<file path="src/include/sslb_pkg.sv">
// What this block does
// Select bits 00 load the control latch
// Select bits 10 load the main divider latch
// Select bits 01 load the reference divider latch
// Shift data on serial clock, latch on strobe
// Host keeps serial clock at 20 MHz max
// Mute-until-lock keeps RF outputs off until locked
// Control bit 10 picks pump current setting
// Pump gain follows the latest of two writes
// Three-state bit floats the charge pump
// Polarity bit: one positive, zero negative
// Counter reset bit holds all counters
// Swallow count field is 5 bits, 0..31
// Host writes zero to main latch bit 7
// Main count field is 13 bits, 3..8191
// Feedback ratio is modulus times main plus swallow
// Main latch bit 22 enables output halving
// Main latch bit 23 feeds prescaler from halved output
// Reference divide field is 14 bits, 1..16383
// Reference bits 16 and 17 set antibacklash width
// Lock after five or three good cycles
// Test flag zero ignores the test latch
// Band clock divider divides reference counter output
// Host writes zero to reference bits 23, 22
// Host programs reference, control, then main latch
// Word shifted MSB first, select bits last
package sslb_pkg;

  localparam int unsigned WORD_W = 24;
  localparam logic [23:0] WORD_RESET = 24'h000000;

  // Latch select codes in bits 1:0 of the shifted word
  localparam logic [1:0] SEL_CONTROL = 2'h0;
  localparam logic [1:0] SEL_MAIN    = 2'h2;
  localparam logic [1:0] SEL_REF     = 2'h1;
  localparam logic [1:0] SEL_TEST    = 2'h3;

  // Control latch fields
  localparam int unsigned CTL_PRESC_LSB = 22;
  localparam int unsigned CTL_PWRDN_LSB = 20;
  localparam int unsigned CTL_CUR2_LSB  = 17;
  localparam int unsigned CTL_CUR1_LSB  = 14;
  localparam int unsigned CTL_RFPWR_LSB = 12;
  localparam int unsigned CTL_MUTE_BIT  = 11;
  localparam int unsigned CTL_CPG_BIT   = 10;
  localparam int unsigned CTL_TRI_BIT   = 9;
  localparam int unsigned CTL_POL_BIT   = 8;
  localparam int unsigned CTL_MUX_LSB   = 5;
  localparam int unsigned CTL_CRST_BIT  = 4;
  localparam int unsigned CTL_CORE_LSB  = 2;

  // Main divider latch fields
  localparam int unsigned MAIN_A_LSB      = 2;
  localparam int unsigned MAIN_A_W        = 5;
  localparam int unsigned MAIN_B_LSB      = 8;
  localparam int unsigned MAIN_B_W        = 13;
  localparam int unsigned MAIN_CPG_BIT    = 21;
  localparam int unsigned MAIN_OUTPUT_HALVING_BIT   = 22;
  localparam int unsigned MAIN_HALVED_PRESCALER_INPUT_BIT = 23;

  // Reference divider latch fields
  localparam int unsigned REF_R_LSB   = 2;
  localparam int unsigned REF_R_W     = 14;
  localparam int unsigned REF_ABP_LSB = 16;
  localparam int unsigned REF_LDP_BIT = 18;
  localparam int unsigned REF_TMB_BIT = 19;
  localparam int unsigned REF_BSC_LSB = 20;

  // Legal lower limits of the divide fields
  localparam logic [12:0] MAIN_B_MIN = 13'h0003;
  localparam logic [13:0] REF_R_MIN  = 14'h0001;

  // Prescaler modulus codes and values
  localparam logic [1:0] PRESC_8  = 2'h0;
  localparam logic [1:0] PRESC_16 = 2'h1;
  localparam logic [5:0] MOD_8    = 6'h08;
  localparam logic [5:0] MOD_16   = 6'h10;
  localparam logic [5:0] MOD_32   = 6'h20;
  localparam int unsigned RATIO_W = 18;

  // Band clock divider codes: divide by 1, 2, 4 or 8
  localparam logic [2:0] BAND_DIV1 = 3'h0;
  localparam logic [2:0] BAND_OUTPUT_HALVING = 3'h1;
  localparam logic [2:0] BAND_DIV4 = 3'h3;
  localparam logic [2:0] BAND_DIV8 = 3'h7;

  // Synchronised pin positions
  localparam int unsigned PIN_SCLK  = 0;
  localparam int unsigned PIN_SDATA = 1;
  localparam int unsigned PIN_LOAD  = 2;
  localparam int unsigned PIN_REF   = 3;
  localparam int unsigned PIN_FB    = 4;
  localparam int unsigned PIN_COUNT = 5;

  // Lock detection timing
  localparam int unsigned CLK_PERIOD_PS  = 4000;
  localparam int unsigned LOCK_WINDOW_PS = 15000;
  localparam int unsigned LOCK_WINDOW_CYC = LOCK_WINDOW_PS / CLK_PERIOD_PS;
  localparam logic [2:0]  LOCK_GOOD_FINE   = 3'h5;
  localparam logic [2:0]  LOCK_GOOD_COARSE = 3'h3;

endpackage

</file>
<file path="src/verilog/sslb_lock_detect.sv">
`timescale 1ns/100ps
`default_nettype none
module sslb_lock_detect #(
  parameter int unsigned WINDOW_CYC = sslb_pkg::LOCK_WINDOW_CYC
) (
  input  wire logic clk,
  input  wire logic nrst,
  input  wire logic clear,
  input  wire logic ref_tick,
  input  wire logic fb_tick,
  input  wire logic precise,
  output logic      locked
);

  if (WINDOW_CYC < 1 || WINDOW_CYC > 15) begin : g_check
    $error("sslb_lock_detect window must be 1 to 15 cycles");
  end

  typedef enum logic [1:0] {LD_IDLE, LD_WAIT_FB, LD_WAIT_REF} sslb_ld_state_e;

  sslb_ld_state_e state_reg, state_next;
  logic [3:0]     gap_reg, gap_next;
  logic [2:0]     good_reg, good_next;
  logic           locked_reg, locked_next;
  logic           good_ev;
  logic           bad_ev;
  logic [2:0]     need;

  // Pair each reference edge with a feedback edge inside the window
  always_comb begin
    state_next = state_reg;
    gap_next   = gap_reg;
    good_ev    = 1'b0;
    bad_ev     = 1'b0;
    unique case (state_reg)
      LD_IDLE: begin
        gap_next = 4'h1;
        if (ref_tick && fb_tick) begin
          good_ev = 1'b1;
        end else if (ref_tick) begin
          state_next = LD_WAIT_FB;
        end else if (fb_tick) begin
          state_next = LD_WAIT_REF;
        end
      end
      LD_WAIT_FB, LD_WAIT_REF: begin
        gap_next = gap_reg + 4'h1;
        if ((state_reg == LD_WAIT_FB && fb_tick) || (state_reg == LD_WAIT_REF && ref_tick)) begin
          good_ev    = 1'b1;
          state_next = LD_IDLE;
        end else if (ref_tick || fb_tick || gap_reg >= 4'(WINDOW_CYC)) begin
          bad_ev     = 1'b1;
          state_next = LD_IDLE;
        end
      end
    endcase
  end

  // Count consecutive good cycles; one bad cycle drops lock
  always_comb begin
    need        = precise ? sslb_pkg::LOCK_GOOD_FINE : sslb_pkg::LOCK_GOOD_COARSE;
    good_next   = good_reg;
    locked_next = locked_reg;
    if (bad_ev) begin
      good_next   = 3'h0;
      locked_next = 1'b0;
    end else if (good_ev && !locked_reg) begin
      good_next   = good_reg + 3'h1;
      locked_next = (good_reg + 3'h1 >= need);
    end
  end

  // Counter reset also clears lock history
  always_ff @(posedge clk or negedge nrst) begin
    if (!nrst) begin
      state_reg  <= LD_IDLE;
      gap_reg    <= 4'h0;
      good_reg   <= 3'h0;
      locked_reg <= 1'b0;
    end else if (clear) begin
      state_reg  <= LD_IDLE;
      gap_reg    <= 4'h0;
      good_reg   <= 3'h0;
      locked_reg <= 1'b0;
    end else begin
      state_reg  <= state_next;
      gap_reg    <= gap_next;
      good_reg   <= good_next;
      locked_reg <= locked_next;
    end
  end

  assign locked = locked_reg;

endmodule
`default_nettype wire

</file>
<file path="src/verilog/sslb_pin_sync.sv">
`timescale 1ns/100ps
`default_nettype none
module sslb_pin_sync #(
  parameter int unsigned W = 1
) (
  input  wire logic         clk,
  input  wire logic         nrst,
  input  wire logic [W-1:0] pin_in,
  output logic      [W-1:0] level,
  output logic      [W-1:0] rise
);

  if (W < 1) begin : g_check
    $error("sslb_pin_sync needs at least one pin");
  end

  // Two flops per pin, then a third only for edge detection
  for (genvar i = 0; i < W; i++) begin : g_bit
    logic [2:0] stage_reg;
    logic [2:0] stage_next;

    always_comb begin
      stage_next = {stage_reg[1:0], pin_in[i]};
    end

    always_ff @(posedge clk or negedge nrst) begin
      if (!nrst) begin
        stage_reg <= 3'h0;
      end else begin
        stage_reg <= stage_next;
      end
    end

    // First flop feeds only the second one
    assign level[i] = stage_reg[1];
    assign rise[i]  = stage_reg[1] & ~stage_reg[2];
  end

endmodule
`default_nettype wire

</file>
<file path="src/verilog/sslb_serial_latch_bank.sv">
`timescale 1ns/100ps
`default_nettype none
module sslb_serial_latch_bank (
  input  wire logic        clk,
  input  wire logic        nrst,
  input  wire logic        serial_clk,
  input  wire logic        serial_data,
  input  wire logic        load_strobe,
  input  wire logic        ref_in,
  input  wire logic        fb_in,
  output logic [1:0]       prescaler_choice,
  output logic [1:0]       power_down_mode,
  output logic [2:0]       current_setting1,
  output logic [2:0]       current_setting2,
  output logic [1:0]       rf_output_strength,
  output logic [2:0]       monitor_mux_choice,
  output logic [1:0]       core_bias_level,
  output logic             pump_gain_choice,
  output logic             pump_three_state,
  output logic             detector_polarity,
  output logic             hold_counters,
  output logic [4:0]       swallow_count_field,
  output logic [12:0]      main_count_field,
  output logic [17:0]      feedback_ratio,
  output logic             output_halving,
  output logic             halved_prescaler_input,
  output logic [13:0]      ref_divide_field,
  output logic [1:0]       antibacklash_width,
  output logic             lock_count_choice,
  output logic [1:0]       band_clock_divider,
  output logic             divider_setting_valid,
  output logic             pfd_tick,
  output logic             band_select_clk,
  output logic             locked,
  output logic             rf_output_enable,
  output logic [23:0]      factory_test_view
);

  localparam int unsigned W = sslb_pkg::WORD_W;

  logic [sslb_pkg::PIN_COUNT-1:0] pin_level;
  logic [sslb_pkg::PIN_COUNT-1:0] pin_rise;

  // Pins come from the host and the loop; all pass two flops
  sslb_pin_sync #(
    .W (sslb_pkg::PIN_COUNT)
  ) u_sync (
    .clk    (clk),
    .nrst   (nrst),
    .pin_in ({fb_in, ref_in, load_strobe, serial_data, serial_clk}),
    .level  (pin_level),
    .rise   (pin_rise)
  );

  logic sclk_rise;
  logic sdata;
  logic load_rise;
  logic ref_rise;
  logic fb_rise;

  assign sclk_rise = pin_rise[sslb_pkg::PIN_SCLK];
  assign sdata     = pin_level[sslb_pkg::PIN_SDATA];
  assign load_rise = pin_rise[sslb_pkg::PIN_LOAD];
  assign ref_rise  = pin_rise[sslb_pkg::PIN_REF];
  assign fb_rise   = pin_rise[sslb_pkg::PIN_FB];

  // Shift register and the four latches
  logic [W-1:0] shift_reg, shift_next;
  logic [W-1:0] control_word_reg, control_word_next;
  logic [W-1:0] main_divider_word_reg, main_divider_word_next;
  logic [W-1:0] reference_divider_word_reg, reference_divider_word_next;
  logic [W-1:0] test_word_reg, test_word_next;
  logic         pump_gain_reg, pump_gain_next;

  // Sampling at 250 MHz resolves a 20 MHz serial clock with margin
  always_comb begin
    shift_next                  = shift_reg;
    control_word_next           = control_word_reg;
    main_divider_word_next      = main_divider_word_reg;
    reference_divider_word_next = reference_divider_word_reg;
    test_word_next              = test_word_reg;
    pump_gain_next              = pump_gain_reg;
    if (sclk_rise) begin
      shift_next = {shift_reg[W-2:0], sdata};
    end
    if (load_rise) begin
      unique case (shift_reg[1:0])
        sslb_pkg::SEL_CONTROL: begin
          control_word_next = shift_reg;
          pump_gain_next    = shift_reg[sslb_pkg::CTL_CPG_BIT];
        end
        sslb_pkg::SEL_MAIN: begin
          main_divider_word_next = shift_reg;
          pump_gain_next         = shift_reg[sslb_pkg::MAIN_CPG_BIT];
        end
        sslb_pkg::SEL_REF: begin
          reference_divider_word_next = shift_reg;
        end
        sslb_pkg::SEL_TEST: begin
          test_word_next = shift_reg;
        end
      endcase
    end
  end

  // Latch contents are zero after reset so outputs are defined
  always_ff @(posedge clk or negedge nrst) begin
    if (!nrst) begin
      shift_reg                  <= sslb_pkg::WORD_RESET;
      control_word_reg           <= sslb_pkg::WORD_RESET;
      main_divider_word_reg      <= sslb_pkg::WORD_RESET;
      reference_divider_word_reg <= sslb_pkg::WORD_RESET;
      test_word_reg              <= sslb_pkg::WORD_RESET;
      pump_gain_reg              <= 1'b0;
    end else begin
      shift_reg                  <= shift_next;
      control_word_reg           <= control_word_next;
      main_divider_word_reg      <= main_divider_word_next;
      reference_divider_word_reg <= reference_divider_word_next;
      test_word_reg              <= test_word_next;
      pump_gain_reg              <= pump_gain_next;
    end
  end

  // Control latch fields, straight from the latch flops; pump gain from its own flop, also loaded by main writes
  assign prescaler_choice   = control_word_reg[sslb_pkg::CTL_PRESC_LSB +: 2];
  assign power_down_mode    = control_word_reg[sslb_pkg::CTL_PWRDN_LSB +: 2];
  assign current_setting1   = control_word_reg[sslb_pkg::CTL_CUR1_LSB +: 3];
  assign current_setting2   = control_word_reg[sslb_pkg::CTL_CUR2_LSB +: 3];
  assign rf_output_strength = control_word_reg[sslb_pkg::CTL_RFPWR_LSB +: 2];
  assign monitor_mux_choice = control_word_reg[sslb_pkg::CTL_MUX_LSB +: 3];
  assign core_bias_level    = control_word_reg[sslb_pkg::CTL_CORE_LSB +: 2];
  assign pump_gain_choice   = pump_gain_reg;
  assign pump_three_state   = control_word_reg[sslb_pkg::CTL_TRI_BIT];
  assign detector_polarity  = control_word_reg[sslb_pkg::CTL_POL_BIT];
  assign hold_counters      = control_word_reg[sslb_pkg::CTL_CRST_BIT];

  // Main divider latch fields; reserved bit 7 is not used
  assign swallow_count_field    = main_divider_word_reg[sslb_pkg::MAIN_A_LSB +: sslb_pkg::MAIN_A_W];
  assign main_count_field       = main_divider_word_reg[sslb_pkg::MAIN_B_LSB +: sslb_pkg::MAIN_B_W];
  assign output_halving         = main_divider_word_reg[sslb_pkg::MAIN_OUTPUT_HALVING_BIT];
  assign halved_prescaler_input = main_divider_word_reg[sslb_pkg::MAIN_HALVED_PRESCALER_INPUT_BIT];

  // Reference latch fields; bits 23 and 22 are not used
  assign ref_divide_field   = reference_divider_word_reg[sslb_pkg::REF_R_LSB +: sslb_pkg::REF_R_W];
  assign antibacklash_width = reference_divider_word_reg[sslb_pkg::REF_ABP_LSB +: 2];
  assign lock_count_choice  = reference_divider_word_reg[sslb_pkg::REF_LDP_BIT];
  assign band_clock_divider = reference_divider_word_reg[sslb_pkg::REF_BSC_LSB +: 2];

  // Feedback ratio and field legality, one cycle behind the latches
  logic [5:0]                     presc_mod;
  logic [18:0]                    ratio_prod;
  logic [sslb_pkg::RATIO_W-1:0]   ratio_reg, ratio_next;
  logic                           valid_reg, valid_next;
  logic [W-1:0]                   test_view_reg, test_view_next;

  always_comb begin
    unique case (prescaler_choice)
      sslb_pkg::PRESC_8:  presc_mod = sslb_pkg::MOD_8;
      sslb_pkg::PRESC_16: presc_mod = sslb_pkg::MOD_16;
      default:            presc_mod = sslb_pkg::MOD_32;
    endcase
    ratio_prod = presc_mod * main_count_field;
    ratio_next = ratio_prod[sslb_pkg::RATIO_W-1:0] + {13'h0000, swallow_count_field};
    valid_next = (main_count_field >= sslb_pkg::MAIN_B_MIN)
               && (ref_divide_field >= sslb_pkg::REF_R_MIN);
    // Test contents only reach the outside with the test flag set
    test_view_next = reference_divider_word_reg[sslb_pkg::REF_TMB_BIT]
                   ? test_word_reg : sslb_pkg::WORD_RESET;
  end

  always_ff @(posedge clk or negedge nrst) begin
    if (!nrst) begin
      ratio_reg     <= '0;
      valid_reg     <= 1'b0;
      test_view_reg <= sslb_pkg::WORD_RESET;
    end else begin
      ratio_reg     <= ratio_next;
      valid_reg     <= valid_next;
      test_view_reg <= test_view_next;
    end
  end

  assign feedback_ratio        = ratio_reg;
  assign divider_setting_valid = valid_reg;
  assign factory_test_view     = test_view_reg;

  // Reference counter and band select clock divider
  logic [13:0] ref_cnt_reg, ref_cnt_next;
  logic        pfd_reg, pfd_next;
  logic [2:0]  band_cnt_reg, band_cnt_next;
  logic [2:0]  band_top;
  logic        band_clk_reg, band_clk_next;

  // A zero divide ratio behaves as one rather than stalling
  always_comb begin
    ref_cnt_next  = ref_cnt_reg;
    pfd_next      = 1'b0;
    band_cnt_next = band_cnt_reg;
    band_clk_next = band_clk_reg;
    unique case (band_clock_divider)
      2'h0:    band_top = sslb_pkg::BAND_DIV1;
      2'h1:    band_top = sslb_pkg::BAND_OUTPUT_HALVING;
      2'h2:    band_top = sslb_pkg::BAND_DIV4;
      default: band_top = sslb_pkg::BAND_DIV8;
    endcase
    if (hold_counters) begin
      ref_cnt_next  = 14'h0000;
      band_cnt_next = 3'h0;
    end else begin
      if (ref_rise) begin
        if ({1'b0, ref_cnt_reg} + 15'h0001 >= {1'b0, ref_divide_field}) begin
          ref_cnt_next = 14'h0000;
          pfd_next     = 1'b1;
        end else begin
          ref_cnt_next = ref_cnt_reg + 14'h0001;
        end
      end
      if (pfd_reg) begin
        if (band_cnt_reg >= band_top) begin
          band_cnt_next = 3'h0;
          band_clk_next = ~band_clk_reg;
        end else begin
          band_cnt_next = band_cnt_reg + 3'h1;
        end
      end
    end
  end

  always_ff @(posedge clk or negedge nrst) begin
    if (!nrst) begin
      ref_cnt_reg  <= 14'h0000;
      pfd_reg      <= 1'b0;
      band_cnt_reg <= 3'h0;
      band_clk_reg <= 1'b0;
    end else begin
      ref_cnt_reg  <= ref_cnt_next;
      pfd_reg      <= pfd_next;
      band_cnt_reg <= band_cnt_next;
      band_clk_reg <= band_clk_next;
    end
  end

  assign pfd_tick        = pfd_reg;
  assign band_select_clk = band_clk_reg;

  // Lock detection compares divided reference with the synchronised feedback pin edge
  logic lock_level;

  sslb_lock_detect #(
    .WINDOW_CYC (sslb_pkg::LOCK_WINDOW_CYC)
  ) u_lock (
    .clk      (clk),
    .nrst     (nrst),
    .clear    (hold_counters),
    .ref_tick (pfd_reg),
    .fb_tick  (fb_rise),
    .precise  (lock_count_choice),
    .locked   (lock_level)
  );

  // Output gating follows lock one cycle later when muting is on
  logic rf_en_reg, rf_en_next;

  always_comb begin
    rf_en_next = ~(control_word_reg[sslb_pkg::CTL_MUTE_BIT] & ~lock_level);
  end

  always_ff @(posedge clk or negedge nrst) begin
    if (!nrst) begin
      rf_en_reg <= 1'b0;
    end else begin
      rf_en_reg <= rf_en_next;
    end
  end

  assign rf_output_enable = rf_en_reg;
  assign locked           = lock_level;

endmodule
`default_nettype wire
</file>
<file path="config.mk">
export PLATFORM = sky130hd
export DESIGN_NAME = sslb_serial_latch_bank
export DESIGN_NICKNAME = d
export VERILOG_FILES = /design/src/include/sslb_pkg.sv /design/src/verilog/sslb_lock_detect.sv /design/src/verilog/sslb_pin_sync.sv /design/src/verilog/sslb_serial_latch_bank.sv
export SDC_FILE = /design/constraint.sdc
export NUM_CORES = 1
export LEC_CHECK = 0
export BUFFER_PORTS_ARGS = -buffer_cell sky130_fd_sc_hd__buf_4
export CAP_MARGIN = 20
export CORE_ASPECT_RATIO = 0.5
export CORE_MARGIN = 2
export CORE_UTILIZATION = 30
export DETAILED_ROUTE_END_ITERATION = 8
export MAX_ROUTING_LAYER = met4
export PLACE_DENSITY = 0.48
export SLEW_MARGIN = 20
export SYNTH_ARGS = -nofsm -noshare
export SYNTH_HDL_FRONTEND = slang
export SYNTH_SLANG_ARGS = --single-unit
export TNS_END_PERCENT = 1
</file>
<file path="constraint.sdc">
create_clock -name clk -period 10.6 [get_ports clk]
set_clock_uncertainty 0.15 [all_clocks]
set_input_delay 2.12 -clock clk [delete_from_list [all_inputs] [get_ports clk]]
set_output_delay 2.12 -clock clk [all_outputs]
set_load 0.02 [all_outputs]
</file>
-- Word-level counts from Yosys, hierarchy flattened
Index checks and enable logic that the tools add are counted.
- logic and storage cells: 120
- output and inout bits: 107
- input bits: 7
- register bits: 206
- bitwise gates (word level): 13
- multiplexer cells: 35
- $mul: 1
- add/sub/neg operators: 6
- order comparisons: 6
- equality and inequality tests: 11
- reductions and logical operators: 25
- operators with widths (operator ; count):
    $mux W14 ; 3
    $mux W24 ; 1
    $mux W3 ; 7
    $add A18 B5 Y18 ; 1
    $mul A6 B13 Y18 ; 1
    $add A14 B1 Y15 const B ; 1
    $ge A15 B14 Y1 ; 1
    $add A14 B1 Y14 const B ; 1
    $ge A14 B1 Y1 const B ; 1
    $ge A13 B2 Y1 const B ; 1
    $mux W2 ; 6
    $pmux W6 S2 ; 1
    $mux W1 ; 11
    $reduce_and A2 Y1 ; 5
    $pmux W3 S3 ; 1
    $eq A2 B1 Y1 const B ; 4
    $eq A2 B2 Y1 const B ; 4
    $logic_not A2 Y1 ; 4
    $not A1 Y1 ; 8
    $pmux W4 S2 ; 1
    $add A3 B1 Y3 const B ; 2
    $ge A3 B3 Y1 ; 2
    $reduce_and A3 Y1 ; 2
    $reduce_bool A2 Y1 ; 3
    other kinds (14) ; 25

-- Longest topological paths before layout
Gate-level depths: netlist of run 1.
- word-level depth: 10
- gate-level depth with buffers: 15
- gate-level depth less buffers: 14

-- Hierarchy
Synthesis of run 1 repeated with hierarchy kept, for this count alone.
- cell total of the unflattened synthesis: 776
- area, all modules: 9684.3 um^2
- modules (own cells, without submodules) (module ; cells an instance ; seq. area each (um^2) ; instances ; area each (um^2)):
    sslb_serial_latch_bank ; 685 ; 4329.2 ; 1 ; 8577.0
    sslb_lock_detect ; 66 ; 250.2 ; 1 ; 625.6
    sslb_pin_sync ; 25 ; 375.4 ; 1 ; 481.7

-- Least setup slack after synthesis of run 1
OpenSTA, ideal clock, no wires.
- path type: reg-to-reg
- start point: reg control_word_reg[23]
- end point: reg ratio_reg (netlist bit feedback_ratio[17])
- slack: 6.747 ns
- clock period less this slack: 3.853 ns
- path buffers: 1
- stages on the path, launching flop included: 16
- setup time: 0.125 ns
- data required time: 10.325 ns
- data arrival time: 3.578 ns
- cells stage by stage: dfrtp_1 > nor2b_1 > clkbuf_1 > nand2_1 > fa_1 > inv_1 > ha_1 > ha_1 > ha_1 > ha_1 > nand4_1 > o21ai_1 > a21oi_1 > o31ai_1 > a31oi_1 > xnor2_1
- word-level cells in the longest chain between the ends: 4
- elaborated cells on any way between the ends: 5
- those cells by class: 1 x add/sub; 1 x mul; 1 x eq/ne; 1 x mux; 1 x reduce/logical
- RTL lines (element ; line ; text):
    start, declared ; sslb_serial_latch_bank.sv:69 ; logic [W-1:0] control_word_reg, control_word_next;
    start signal, assigned ; sslb_serial_latch_bank.sv:110 ; control_word_reg <= sslb_pkg::WORD_RESET;
    start signal, assigned ; sslb_serial_latch_bank.sv:117 ; control_word_reg <= control_word_next;
    $eq A2 B1 Y1 or $logic_not A2 Y1 (tied branches) ; sslb_serial_latch_bank.sv:158 ; unique case (prescaler_choice)
    $pmux W6 S2 * ; sslb_serial_latch_bank.sv:158 ;
    $mul A6 B13 Y18 * ; sslb_serial_latch_bank.sv:163 ; ratio_prod = presc_mod * main_count_field;
    $add A18 B5 Y18 * ; sslb_serial_latch_bank.sv:164 ; ratio_next = ratio_prod[sslb_pkg::RATIO_W-1:0] + {13'h0000, swallow_count_field};
    via ratio_next, one bit ; sslb_serial_latch_bank.sv:153 ; logic [sslb_pkg::RATIO_W-1:0] ratio_reg, ratio_next;
    end signal, assigned ; sslb_serial_latch_bank.sv:178 ; ratio_reg <= ratio_next;
    end, declared ; sslb_serial_latch_bank.sv:153 ;
The timed path passes the listed nets; every way through them passes the cells marked *.
A chain may end at the register's enable or synchronous reset.

-- Worst setup path in the final report of run 1
Same ends and word-level chain as after synthesis.

==> results of run 1 <==
worst paths after layout:
check                                                to                          from  cells after the start  slack (ps)
setup / recovery                     feedback_ratio[17]          control_word_reg[23]                     14        6100
hold / removal             u_sync.g_bit[1].stage_reg[1]  u_sync.g_bit[1].stage_reg[0]                      0         200
setup reg to reg                     feedback_ratio[17]          control_word_reg[23]                     14        6100
hold reg to reg            u_sync.g_bit[1].stage_reg[1]  u_sync.g_bit[1].stage_reg[0]                      0         200
max in group asynchronous  u_sync.g_bit[0].stage_reg[2]                          nrst                      3        6980
min in group asynchronous                ref_cnt_reg[2]                          nrst                      1        1500
cells by family (layout without fill, tap and decap cells):
family                     Yosys count  after routing  synth area share (%)
buffers and inverters              101            188                 5.669
xor gates and xnor gates            33             33                 3.045
DFF                                197            197                 51.94
AOI/OAI and AO/OA                   84             84                 5.498
other                                0              1                     0
muxes                               94             94                 11.13
and+or+nand+nor                    185            185                 10.43
adders and majority gates           86             86                 12.29
worst max-delay path, stage by stage, from the launching register on:
cell	delay, ps
dfrtp_1	550
nor2b_1	640
nand2_1	170
fa_1	530
inv_1	40
ha_1	290
ha_1	300
ha_1	310
ha_1	350
nand4_1	110
o21ai_1	140
a21oi_1	140
o31ai_1	370
a31oi_1	160
xnor2_1	140
layout by cell type (no fill, tap or decap), drive strengths merged, types with 3 or more instances in the layout:
master and n:
buf 118, dfrtp 197, fa 12, clkinv 5, xor2 11, o211ai 4
a21oi 24, a31oi 3, nand3 10, nand2 58, ha 74, nor2b 5
o21ai 28, a21o 5, or4 3, inv 42, and2 49, nand4 9
nand2b 8, nor2 16, nor3 5, nor4 4, clkbuf 19, a22o 9
xnor2 22, and3 10, mux2 92
through the flow:
stage               util, %  worst slack (ps)  hold WS (ps)  area (sq um)  power, W
floorplan                 -              6747         181.2          9490  0.001449
global route          36.21              5708         209.5         11130  0.002451
global placement      34.30              6142         183.3         10540  0.001672
CTS                   36.17              6050         204.7         11120  0.002344
detailed placement    34.30              6082         187.2         10540  0.001684
finish                36.21              6096         202.5         11130  0.002304
per-layer routing:
layer  global-route usage (%)  wire (um)
met5                        -          0
met4                    4.059        246
met3                    2.953        504
met2                    21.15       9928
met1                    16.95       9847
cells in the mapped netlist, types with 2 or more instances:
cell,n
nor3_1,5
mux2_2,49
a21o_1,5
nand3_1,9
nand4_1,9
fa_1,12
nor2b_1,5
a22o_1,9
nand2b_1,8
o211ai_1,4
buf_4,39
mux2_1,43
nand2_1,58
a31oi_1,3
dfrtp_1,197
or4_1,3
nor4_1,4
nor2_1,16
mux2i_1,2
o21ai_0,6
and3_1,9
nor3b_1,2
xor2_1,11
clkbuf_1,18
and2_1,49
inv_2,2
xnor2_1,22
a21oi_1,23
ha_1,74
inv_1,36
buf_2,4
o21ai_1,22
o21bai_1,2
area by class of cell:
cell class | instances | area, sq um
timing repair buffer | 119 | 903.4
sequential | 197 | 4930
clock inverter | 13 | 147.6
multi-input combinational | 482 | 4048
antenna | 1 | 2.502
tap | 423 | 529.3
fill | 3057 | 19610
inverter | 38 | 142.6
clock buffer | 18 | 429.2
power groups by stage:
| stage | Combinational [W] | Sequential, W | Clock, W |
|---|---|---|---|
| finish | 0.000599 | 0.00106 | 0.000647 |
| CTS | 0.000610 | 0.00106 | 0.000673 |
| floorplan | 0.000400 | 0.00105 | 0 |
| detailed placement | 0.000608 | 0.00108 | 0 |
| global route | 0.000663 | 0.00108 | 0.000705 |
| global placement | 0.000599 | 0.00107 | 0 |
==> impl_metrics.py, run 1 <==
metrics = {
    "grt": {
        "gr-total-overflow": 0,
        "grt_pass1_vias": 5965,
        "grt_usage_pct": 13.24,
        "grt_max_degree": 85,
        "grt_first_pass_wirelength_um": 33090,
        "antenna_found_initial": 1,
    },
    "timing": {
        "finalSetupViolations": 0,
        "worst_slew_pin_slew_ps": 801.6,
        "fmax_mhz": 222.0,
        "finalCritPeriodShare_pct": 42.49,
        "slew_headroom_pct": 46.07,
        "finalSetupTns_ps": 0,
        "slew_violations": 0,
        "final_hold_viol_count": 0,
        "final.min_clock_period_ps": 4504,
        "grt_setup_unrepaired": "false",
    },
    "clocking": {
        "clk_pin_slew_ps": 70,
        "post_cts_buffers": 0,
        "clock-root-buffer": "clkbuf_16",
        "h-tree-depth": 4,
        "postCtsHoldBufs": 0,
        "clock_latency_ps": 440,
        "cts-resized-gates": 0,
        "cts_tree": "done",
        "cts_buffer_depth": 2,
        "cts_made_buffers": 17,
        "clkSinkCount": 197,
    },
    "critical_path": {
        "required_ps": 10770,
        "arrival_ps": 4680,
        "cp-end-kind": "flop",
        "start_kind": "flop",
        "crit_type": "flop to flop",
        "crit_fanout": 17,
    },
    "power_and_ir_drop": {
        "p_clk_share_pct": 28.1,
        "comb_power_share_pct": 26.0,
        "power_density_nw_per_um2": 206.9,
        "ir_drop_uv": 97.25,
        "leakage_nw": 5.737,
        "intPower_w": 0.001520,
        "p_sw_share_pct": 34.01,
        "switching_power_w": 0.0007835,
        "power_frac_seq_pct": 45.9,
    },
    "route": {
        "num_vias": 5778,
        "drt_wl_total_um": 20530,
        "vias_per_cell": 4.476,
        "drt-initial-drc-count": 329,
        "drc": 0,
        "wire_per_inst_um": 15.90,
        "drtPass1Iterations": 4,
        "final_antenna_net_count": 0,
    },
    "synthesis": {
        "syn_area_sq_um": 9490,
        "synth_cell_type_count": 53,
        "synth_flop_cell": "dfrtp_1",
        "synth_nets": 873,
        "yosys_warnings": 0,
        "synth_edf_count": 0,
        "async_flop_share_pct": 100.0,
        "ys_top_cells_by_area": "dfrtp_1 (52%), ha_1 (9.8%), mux2_2 (5.8%), mux2_1 (5.1%), and2_1 (3.2%)",
        "synth_top_cell_by_area": "dfrtp_1",
        "netlist_instances": 780,
        "synth.top_cell.area_share_pct": 51.94,
        "ys_ff_latch": 197,
        "ys_seq_area_share_pct": 51.94,
        "synth.avg_cell_area_sq_um": 12.17,
    },
    "floorplanning": {
        "core_sq_um": 30740,
        "die_y_um": 129.8,
        "ioPinCount": 114,
        "initial_utilization_pct": 30.87,
        "row_count": 45,
        "fp.dieArea_sq_um": 33160,
        "die_x_um": 255.5,
    },
    "placed_design": {
        "gp_congestion": 0.7681,
        "hpwlAfterDp_um": 14720,
        "io_buffers": 113,
        "dp.cells": 1259,
    },
    "min_path": {
        "hold_path_class": "flop to flop",
    },
    "outcome": {
        "status": "complete, no violations",
    },
    "finish": {
        "drive_gt1_share_pct": 24.22,
        "area_growth_pct": 17.30,
        "final_cells": 1291,
        "fin_nets": 948,
    },
    "run": {
        "cap_violations": 0,
    },
}
Note: power is estimated with default switching activity, not from simulation.
==> inputs of run 2 (changes only) <==
Settings changed: ABC_AREA from default to 1, PLACE_DENSITY 0.48 to 0.49.
Clock period 10.6 ns to 3.8 ns, I/O delays scaled along.
==> run 2 against run 1 <==
Against the previous run: hold slack worse by 25 ps; sequential cell count unchanged; register-to-register slack got worse by 5900 ps; fmax increased by 24%; global-route usage increased by 1.1 points; utilization about the same; routed wire length grew 10%; critical endpoint is now feedback_ratio[14]; highest routed layer unchanged.
==> impl_metrics.py, run 2 <==
metrics = {
    "outcome": {
        "status": "complete, no violations",
    },
    "timing": {
        "final_hold_viol_count": 0,
        "final.min_clock_period_ps": 3625,
        "finalCritPeriodShare_pct": 95.40,
        "slew_headroom_pct": 43.81,
        "slew_violations": 0,
        "fin_ws_ps": 174.6,
        "finalSetupViolations": 0,
        "fmax_mhz": 275.8,
        "worst_slew_pin_slew_ps": 842.8,
        "finalSetupTns_ps": 0,
    },
    "floorplanning": {
        "row_count": 46,
        "fp.dieArea_sq_um": 33800,
        "ioPinCount": 114,
        "die_y_um": 131.0,
        "core_sq_um": 31710,
        "initial_utilization_pct": 30.52,
        "die_x_um": 258.0,
    },
    "route": {
        "drt_wl_total_um": 22680,
        "final_antenna_net_count": 0,
        "drt-initial-drc-count": 376,
        "wire_per_inst_um": 14.35,
        "num_vias": 6802,
        "drc": 0,
        "drtPass1Iterations": 8,
        "vias_per_cell": 4.305,
    },
    "finish": {
        "area_growth_pct": 18.76,
        "diodes": 0,
        "final_common_cell": "nand2_1",
        "drive_gt1_share_pct": 17.68,
        "final_cell_mix": "nand2_1 (246), dfrtp_1 (195), inv_1 (154)",
        "fin_nets": 1228,
    },
    "clocking": {
        "clock-root-buffer": "clkbuf_16",
        "clock_latency_ps": 450,
        "postCtsHoldBufs": 0,
        "h-tree-depth": 4,
        "cts_made_buffers": 17,
        "cts_tree": "done",
        "clkSinkCount": 197,
        "cts_buffer_depth": 2,
        "clk_pin_slew_ps": 70,
    },
    "synthesis": {
        "syn_area_sq_um": 9678,
        "synth_top_cell_by_area": "dfrtp_1",
        "ys_top_cells_by_area": "dfrtp_1 (51%), nand2_1 (9.7%), ha_1 (9.6%), o21ai_0 (6.3%), inv_1 (6.0%)",
        "yosys_warnings": 0,
        "synth_edf_count": 0,
        "synth_flop_cell": "dfrtp_1",
        "ys_seq_area_share_pct": 50.94,
        "async_flop_share_pct": 100.0,
        "synth.most_common_cell": "nand2_1",
        "netlist_instances": 1055,
        "synth_cell_type_count": 33,
        "ys_ff_latch": 197,
        "synth.avg_cell_area_sq_um": 9.173,
        "synth_nets": 1148,
        "synth.top_cell.area_share_pct": 50.94,
        "synth_common_cells": "nand2_1 (249), dfrtp_1 (197), inv_1 (155)",
    },
    "critical_path": {
        "required_ps": 4010,
        "rr_startpoint": "control_word_reg[23]",
        "ff2ff_path_depth": 15,
        "arrival_ps": 3830,
        "start_kind": "flop",
        "r2r_end": "feedback_ratio[14]",
        "cp-end-kind": "flop",
        "crit_type": "flop to flop",
        "ff2ff_setup_slack_ps": 170,
        "crit_fanout": 5,
    },
    "grt": {
        "grt_usage_pct": 14.29,
        "grt_pass1_vias": 6750,
        "grt_first_pass_wirelength_um": 36230,
        "gr-total-overflow": 0,
        "grt_max_degree": 80,
        "antenna_found_initial": 0,
        "grt_use_met1_pct": 18.06,
        "grt_busiest_layer": "met2",
        "grtUsageMet3_pct": 3.144,
        "met2_usage_pct": 23.58,
    },
    "placed_design": {
        "hpwlAfterDp_um": 16610,
        "gp_congestion": 0.8275,
        "io_buffers": 113,
        "place_worst_setup_slack_ps": -2.197,
    },
    "min_path": {
        "hold_path_class": "primary input to asynchronous set/reset pin",
    },
    "run": {
        "cap_violations": 0,
    },
    "power_and_ir_drop": {
        "ir_drop_uv": 249.4,
        "leakage_nw": 6.195,
        "power_density_nw_per_um2": 512.1,
    },
}
[run 2: cell types whose count changed after synthesis, moves of 43 or more]
| cell | previous run | this run |
|---|---|---|
| and2_1 | 49 | 0 |
| nand2_1 | 58 | 249 |
| mux2_1 | 43 | 0 |
| inv_1 | 36 | 155 |
| o21ai_0 | 6 | 121 |
| mux2_2 | 49 | 0 |
[run 2: per-stage QoR]
stage                     power (W)  utilization (%)  instance area, sq um  instances  hold slack [ps]
after floorplan            0.003606                -                  9678       1055            181.2
after global placement     0.004064            33.98                 10780       1545            183.4
after detailed placement   0.004100            33.98                 10780       1545            184.7
after CTS                  0.005967            35.90                 11390       1577            202.6
after global routing       0.006276            36.24                 11490       1580            205.4
final                      0.005886            36.24                 11490       1580            177.2
[run 2: power by group]
part           switching (W)  leakage [nW]  internal [W]
clock network       0.000856         0.294      0.000984
logic               0.000909          3.25      0.000529
registers           0.000239          2.65       0.00237
[run 2: routing by layer]
| metal | routed length [um] | vias to the layer above |
|---|---|---|
| li1 | - | 3456 |
| met1 | 10820 | 3270 |
| met2 | 11140 | 61 |
| met3 | 507 | 15 |
| met4 | 218 | 0 |
| met5 | 0 | - |
[run 2: worst max path at each step]
stage	start	end	slack (ps)	cells past startpoint
floorplan	control_word_reg[23]	feedback_ratio[14]	130	15
global placement	control_word_reg[22]	feedback_ratio[17]	60	14
detailed placement	control_word_reg[22]	feedback_ratio[15]	-2	13
CTS	control_word_reg[22]	feedback_ratio[15]	50	14
global route	control_word_reg[23]	feedback_ratio[15]	-40	14
finish	control_word_reg[23]	feedback_ratio[14]	170	15
[run 2: worst max-delay path: stages (launching register included)]
cell	delay (ps)
dfrtp_2	450
nor2_4	190
buf_4	140
nand2_1	60
fa_1	490
inv_1	40
ha_1	290
ha_1	300
ha_1	300
ha_1	320
a21oi_2	190
o21ai_1	120
a21oi_2	170
nor2_1	60
nor2_1	110
xor2_1	150
[run 2: area by class of cell]
| type | instances | area [sq um] |
|---|---|---|
| fill | 3217 | 20220 |
| sequential | 197 | 4932 |
| multi-input combinational | 634 | 3840 |
| clock inverter | 12 | 137.6 |
| timing repair buffer | 129 | 987.2 |
| clock buffer | 20 | 466.7 |
| inverter | 156 | 589.3 |
| tap | 432 | 540.5 |
[run 2: repair_timing]
action                                  CTS  global route
endpoints found under the setup margin    3             6
buffers inserted                          0             3
pin swaps                                 0             1
gates resized for setup                   2            19
[run 2: cell families (layout without fill, tap and decap cells)]
| logic type | count (synthesis) | in the layout | share of synthesized area (%) |
|---|---|---|---|
| compound gates | 159 | 159 | 9.024 |
| xor+xnor | 25 | 25 | 2.262 |
| flops | 197 | 197 | 50.94 |
| fa+ha+maj | 86 | 86 | 12.05 |
| buf+inv | 224 | 317 | 10.25 |
| simple gates | 364 | 364 | 15.48 |
==> inputs of run 3 (changes only) <==
Settings changed: ABC_AREA 1 to default, REMOVE_ABC_BUFFERS from default to 1.
==> run 3 against run 2 <==
Against the previous run: fmax is 1.4% lower; routed wire length is 8.9% lower; first-iteration DRC count is 21% lower; global-route usage is 0.98 points lower; utilization is 1.3 points higher; final cell count is 17% lower; largest power group unchanged; sequential share of layout area is 0.20 points lower; critical path depth is 1 lower.
==> impl_metrics.py, run 3 (synthesis gave the netlist of run 1 again) <==
metrics = {
    "floorplanning": {
        "die_x_um": 255.5,
        "die_y_um": 129.8,
        "row_count": 45,
        "fp.dieArea_sq_um": 33160,
        "ioPinCount": 114,
        "initial_utilization_pct": 30.87,
        "core_sq_um": 30740,
    },
    "route": {
        "drtPass1Iterations": 4,
        "num_vias": 5834,
        "drt-initial-drc-count": 298,
        "vias_per_cell": 4.437,
        "drt_wl_total_um": 20660,
        "drc": 0,
        "wire_per_inst_um": 15.71,
        "final_antenna_net_count": 0,
    },
    "finish": {
        "drive_gt1_share_pct": 29.15,
        "final_common_cell": "dfrtp_1",
        "fill_cells": 3014,
        "design_area_sq_um": 11540,
        "multiInputGateArea_sq_um": 4238,
        "area_growth_pct": 21.64,
        "final-seq-area_sq_um": 4931,
        "postLayoutCoreUtil_pct": 37.55,
        "diodes": 0,
        "fin_nets": 973,
        "final_cell_mix": "dfrtp_1 (196), buf_4 (141), ha_1 (61)",
    },
    "placed_design": {
        "hpwlAfterDp_um": 14640,
        "gp_congestion": 0.7933,
        "io_buffers": 113,
        "post_dp_cell_area_sq_um": 10720,
    },
    "clocking": {
        "clock_latency_ps": 440,
        "clock-root-buffer": "clkbuf_16",
        "clk_pin_slew_ps": 80,
        "postCtsHoldBufs": 0,
        "cts_buffer_depth": 2,
        "clkSinkCount": 197,
        "h-tree-depth": 4,
        "cts_made_buffers": 17,
        "cts_tree": "done",
    },
    "timing": {
        "slew_headroom_pct": 37.64,
        "final.min_clock_period_ps": 3675,
        "final_hold_viol_count": 0,
        "finalCritPeriodShare_pct": 96.71,
        "worst_slew_pin_slew_ps": 926.9,
        "slew_violations": 0,
        "finalSetupViolations": 0,
        "fmax_mhz": 272.1,
    },
    "critical_path": {
        "crit_family": "adder cells",
        "r2r_end": "feedback_ratio[16]",
        "path_depth": 14,
        "slowest_stage": "fa_1",
        "path_buf_inv": 1,
        "crit_type": "flop to flop",
        "cp-end-kind": "flop",
        "crit_fanout": 5,
        "ff2ff_path_depth": 14,
        "arrival_ps": 3890,
        "cp_cell_sequence": "nor2b_4 > buf_4 > and2_1 > fa_1 > ha_1 > ha_1 > ha_1 > ha_4 > a21oi_2 > o21ai_2 > a21oi_2 > a21bo_1 > a21oi_2 > xnor2_1",
        "ff2ff_setup_slack_ps": 120,
        "max_stage_delay_ps": 460,
        "required_ps": 4020,
        "rr_startpoint": "control_word_reg[22]",
        "start_kind": "flop",
    },
    "run": {
        "cap_violations": 0,
    },
    "power_and_ir_drop": {
        "leakage_nw": 5.832,
        "switching_power_w": 0.002231,
        "intPower_w": 0.004296,
        "p_clk_share_pct": 28.4,
        "ir_drop_uv": 293.0,
        "power_density_nw_per_um2": 565.4,
        "finalPower_w": 0.006527,
        "comb_power_share_pct": 27.0,
        "power_frac_seq_pct": 44.6,
        "p_sw_share_pct": 34.19,
    },
    "grt": {
        "gr-total-overflow": 0,
        "grt_first_pass_wirelength_um": 33520,
        "grt_usage_pct": 13.31,
        "grt_pass1_vias": 6036,
        "antenna_found_initial": 0,
        "grt_max_degree": 71,
    },
    "outcome": {
        "status": "complete, no violations",
    },
    "min_path": {
        "hold_path_class": "primary input to asynchronous set/reset pin",
    },
}
==> run 3: cell types whose count changed in the layout (fill, tap and decap cells not counted), sizes merged, moves of 7 or more <==
cell    previous run  this run
xnor2              7        22
and2               0        49
nand2b             0         8
and3               0        10
mux2               0        92
inv              161        42
o21ai            130        28
nand2            252        58
xor2              18        11
a21oi             17        24
a22o               2         9
nor2              55        16
buf              128       143
nand3             31        10
==> run 3: final cells by class <==
cell class,count,share of cell area [%]
Clock buffer,17,3.685
Clock inverter,14,1.507
Inverter,38,1.236
Tap cell,423,4.585
Multi-Input combinational cell,482,36.71
Sequential cell,197,42.72
Timing Repair Buffer,144,9.560
==> run 3: worst register-to-register path, stage by stage (launching register included) <==
cell	delay, ps
dfrtp_1	420
nor2b_4	150
buf_4	140
and2_1	170
fa_1	460
ha_1	310
ha_1	300
ha_1	340
ha_4	260
a21oi_2	160
o21ai_2	80
a21oi_2	170
a21bo_1	230
a21oi_2	150
xnor2_1	130
==> run 3: repair_timing <==
action / CTS / global route
setup endpoints to repair: 5 / 5
pin swaps: 2 / 7
setup buffers: 3 / 0
gates resized for setup: 2 / 27
==> run 3: layer usage <==
layer  vias up  track usage (%)  wire, um
met4         0            3.612       310
met1      2936            16.58      9713
li1       2833                -         -
met2        44            21.79     10170
met5         -                -         0
met3        21            3.322       465
==> run 3: worst max path at each step <==
stage                         startpoint                 end  slack [ps]
CTS                 control_word_reg[22]  feedback_ratio[16]          30
detailed placement  control_word_reg[22]  feedback_ratio[17]        -130
finish              control_word_reg[22]  feedback_ratio[16]         120
floorplan           control_word_reg[23]  feedback_ratio[17]        -250
global route        control_word_reg[22]  feedback_ratio[16]         -20
global placement    control_word_reg[22]  feedback_ratio[16]         -90
==> run 3: through the flow <==
step                      setup WS [ps]  std cells  setup TNS, ps  hold slack [ps]
after floorplan                  -249.5        717          -1112            181.2
after global placement           -94.87       1281         -249.9            182.0
after global routing             -23.66       1315         -28.04            170.6
after CTS                         27.49       1315              0            150.9
after detailed placement         -127.7       1281         -361.2            187.8
final                             124.8       1315              0            138.4
==> run 3: power by group through the flow <==
stage               Sequential [W]  Combinational (W)  Clock [W]
floorplan                  0.00309           0.000785          0
global placement           0.00295            0.00173          0
detailed placement         0.00297            0.00176          0
CTS                        0.00293            0.00177    0.00191
global route               0.00298            0.00195    0.00200
finish                     0.00291            0.00176    0.00185
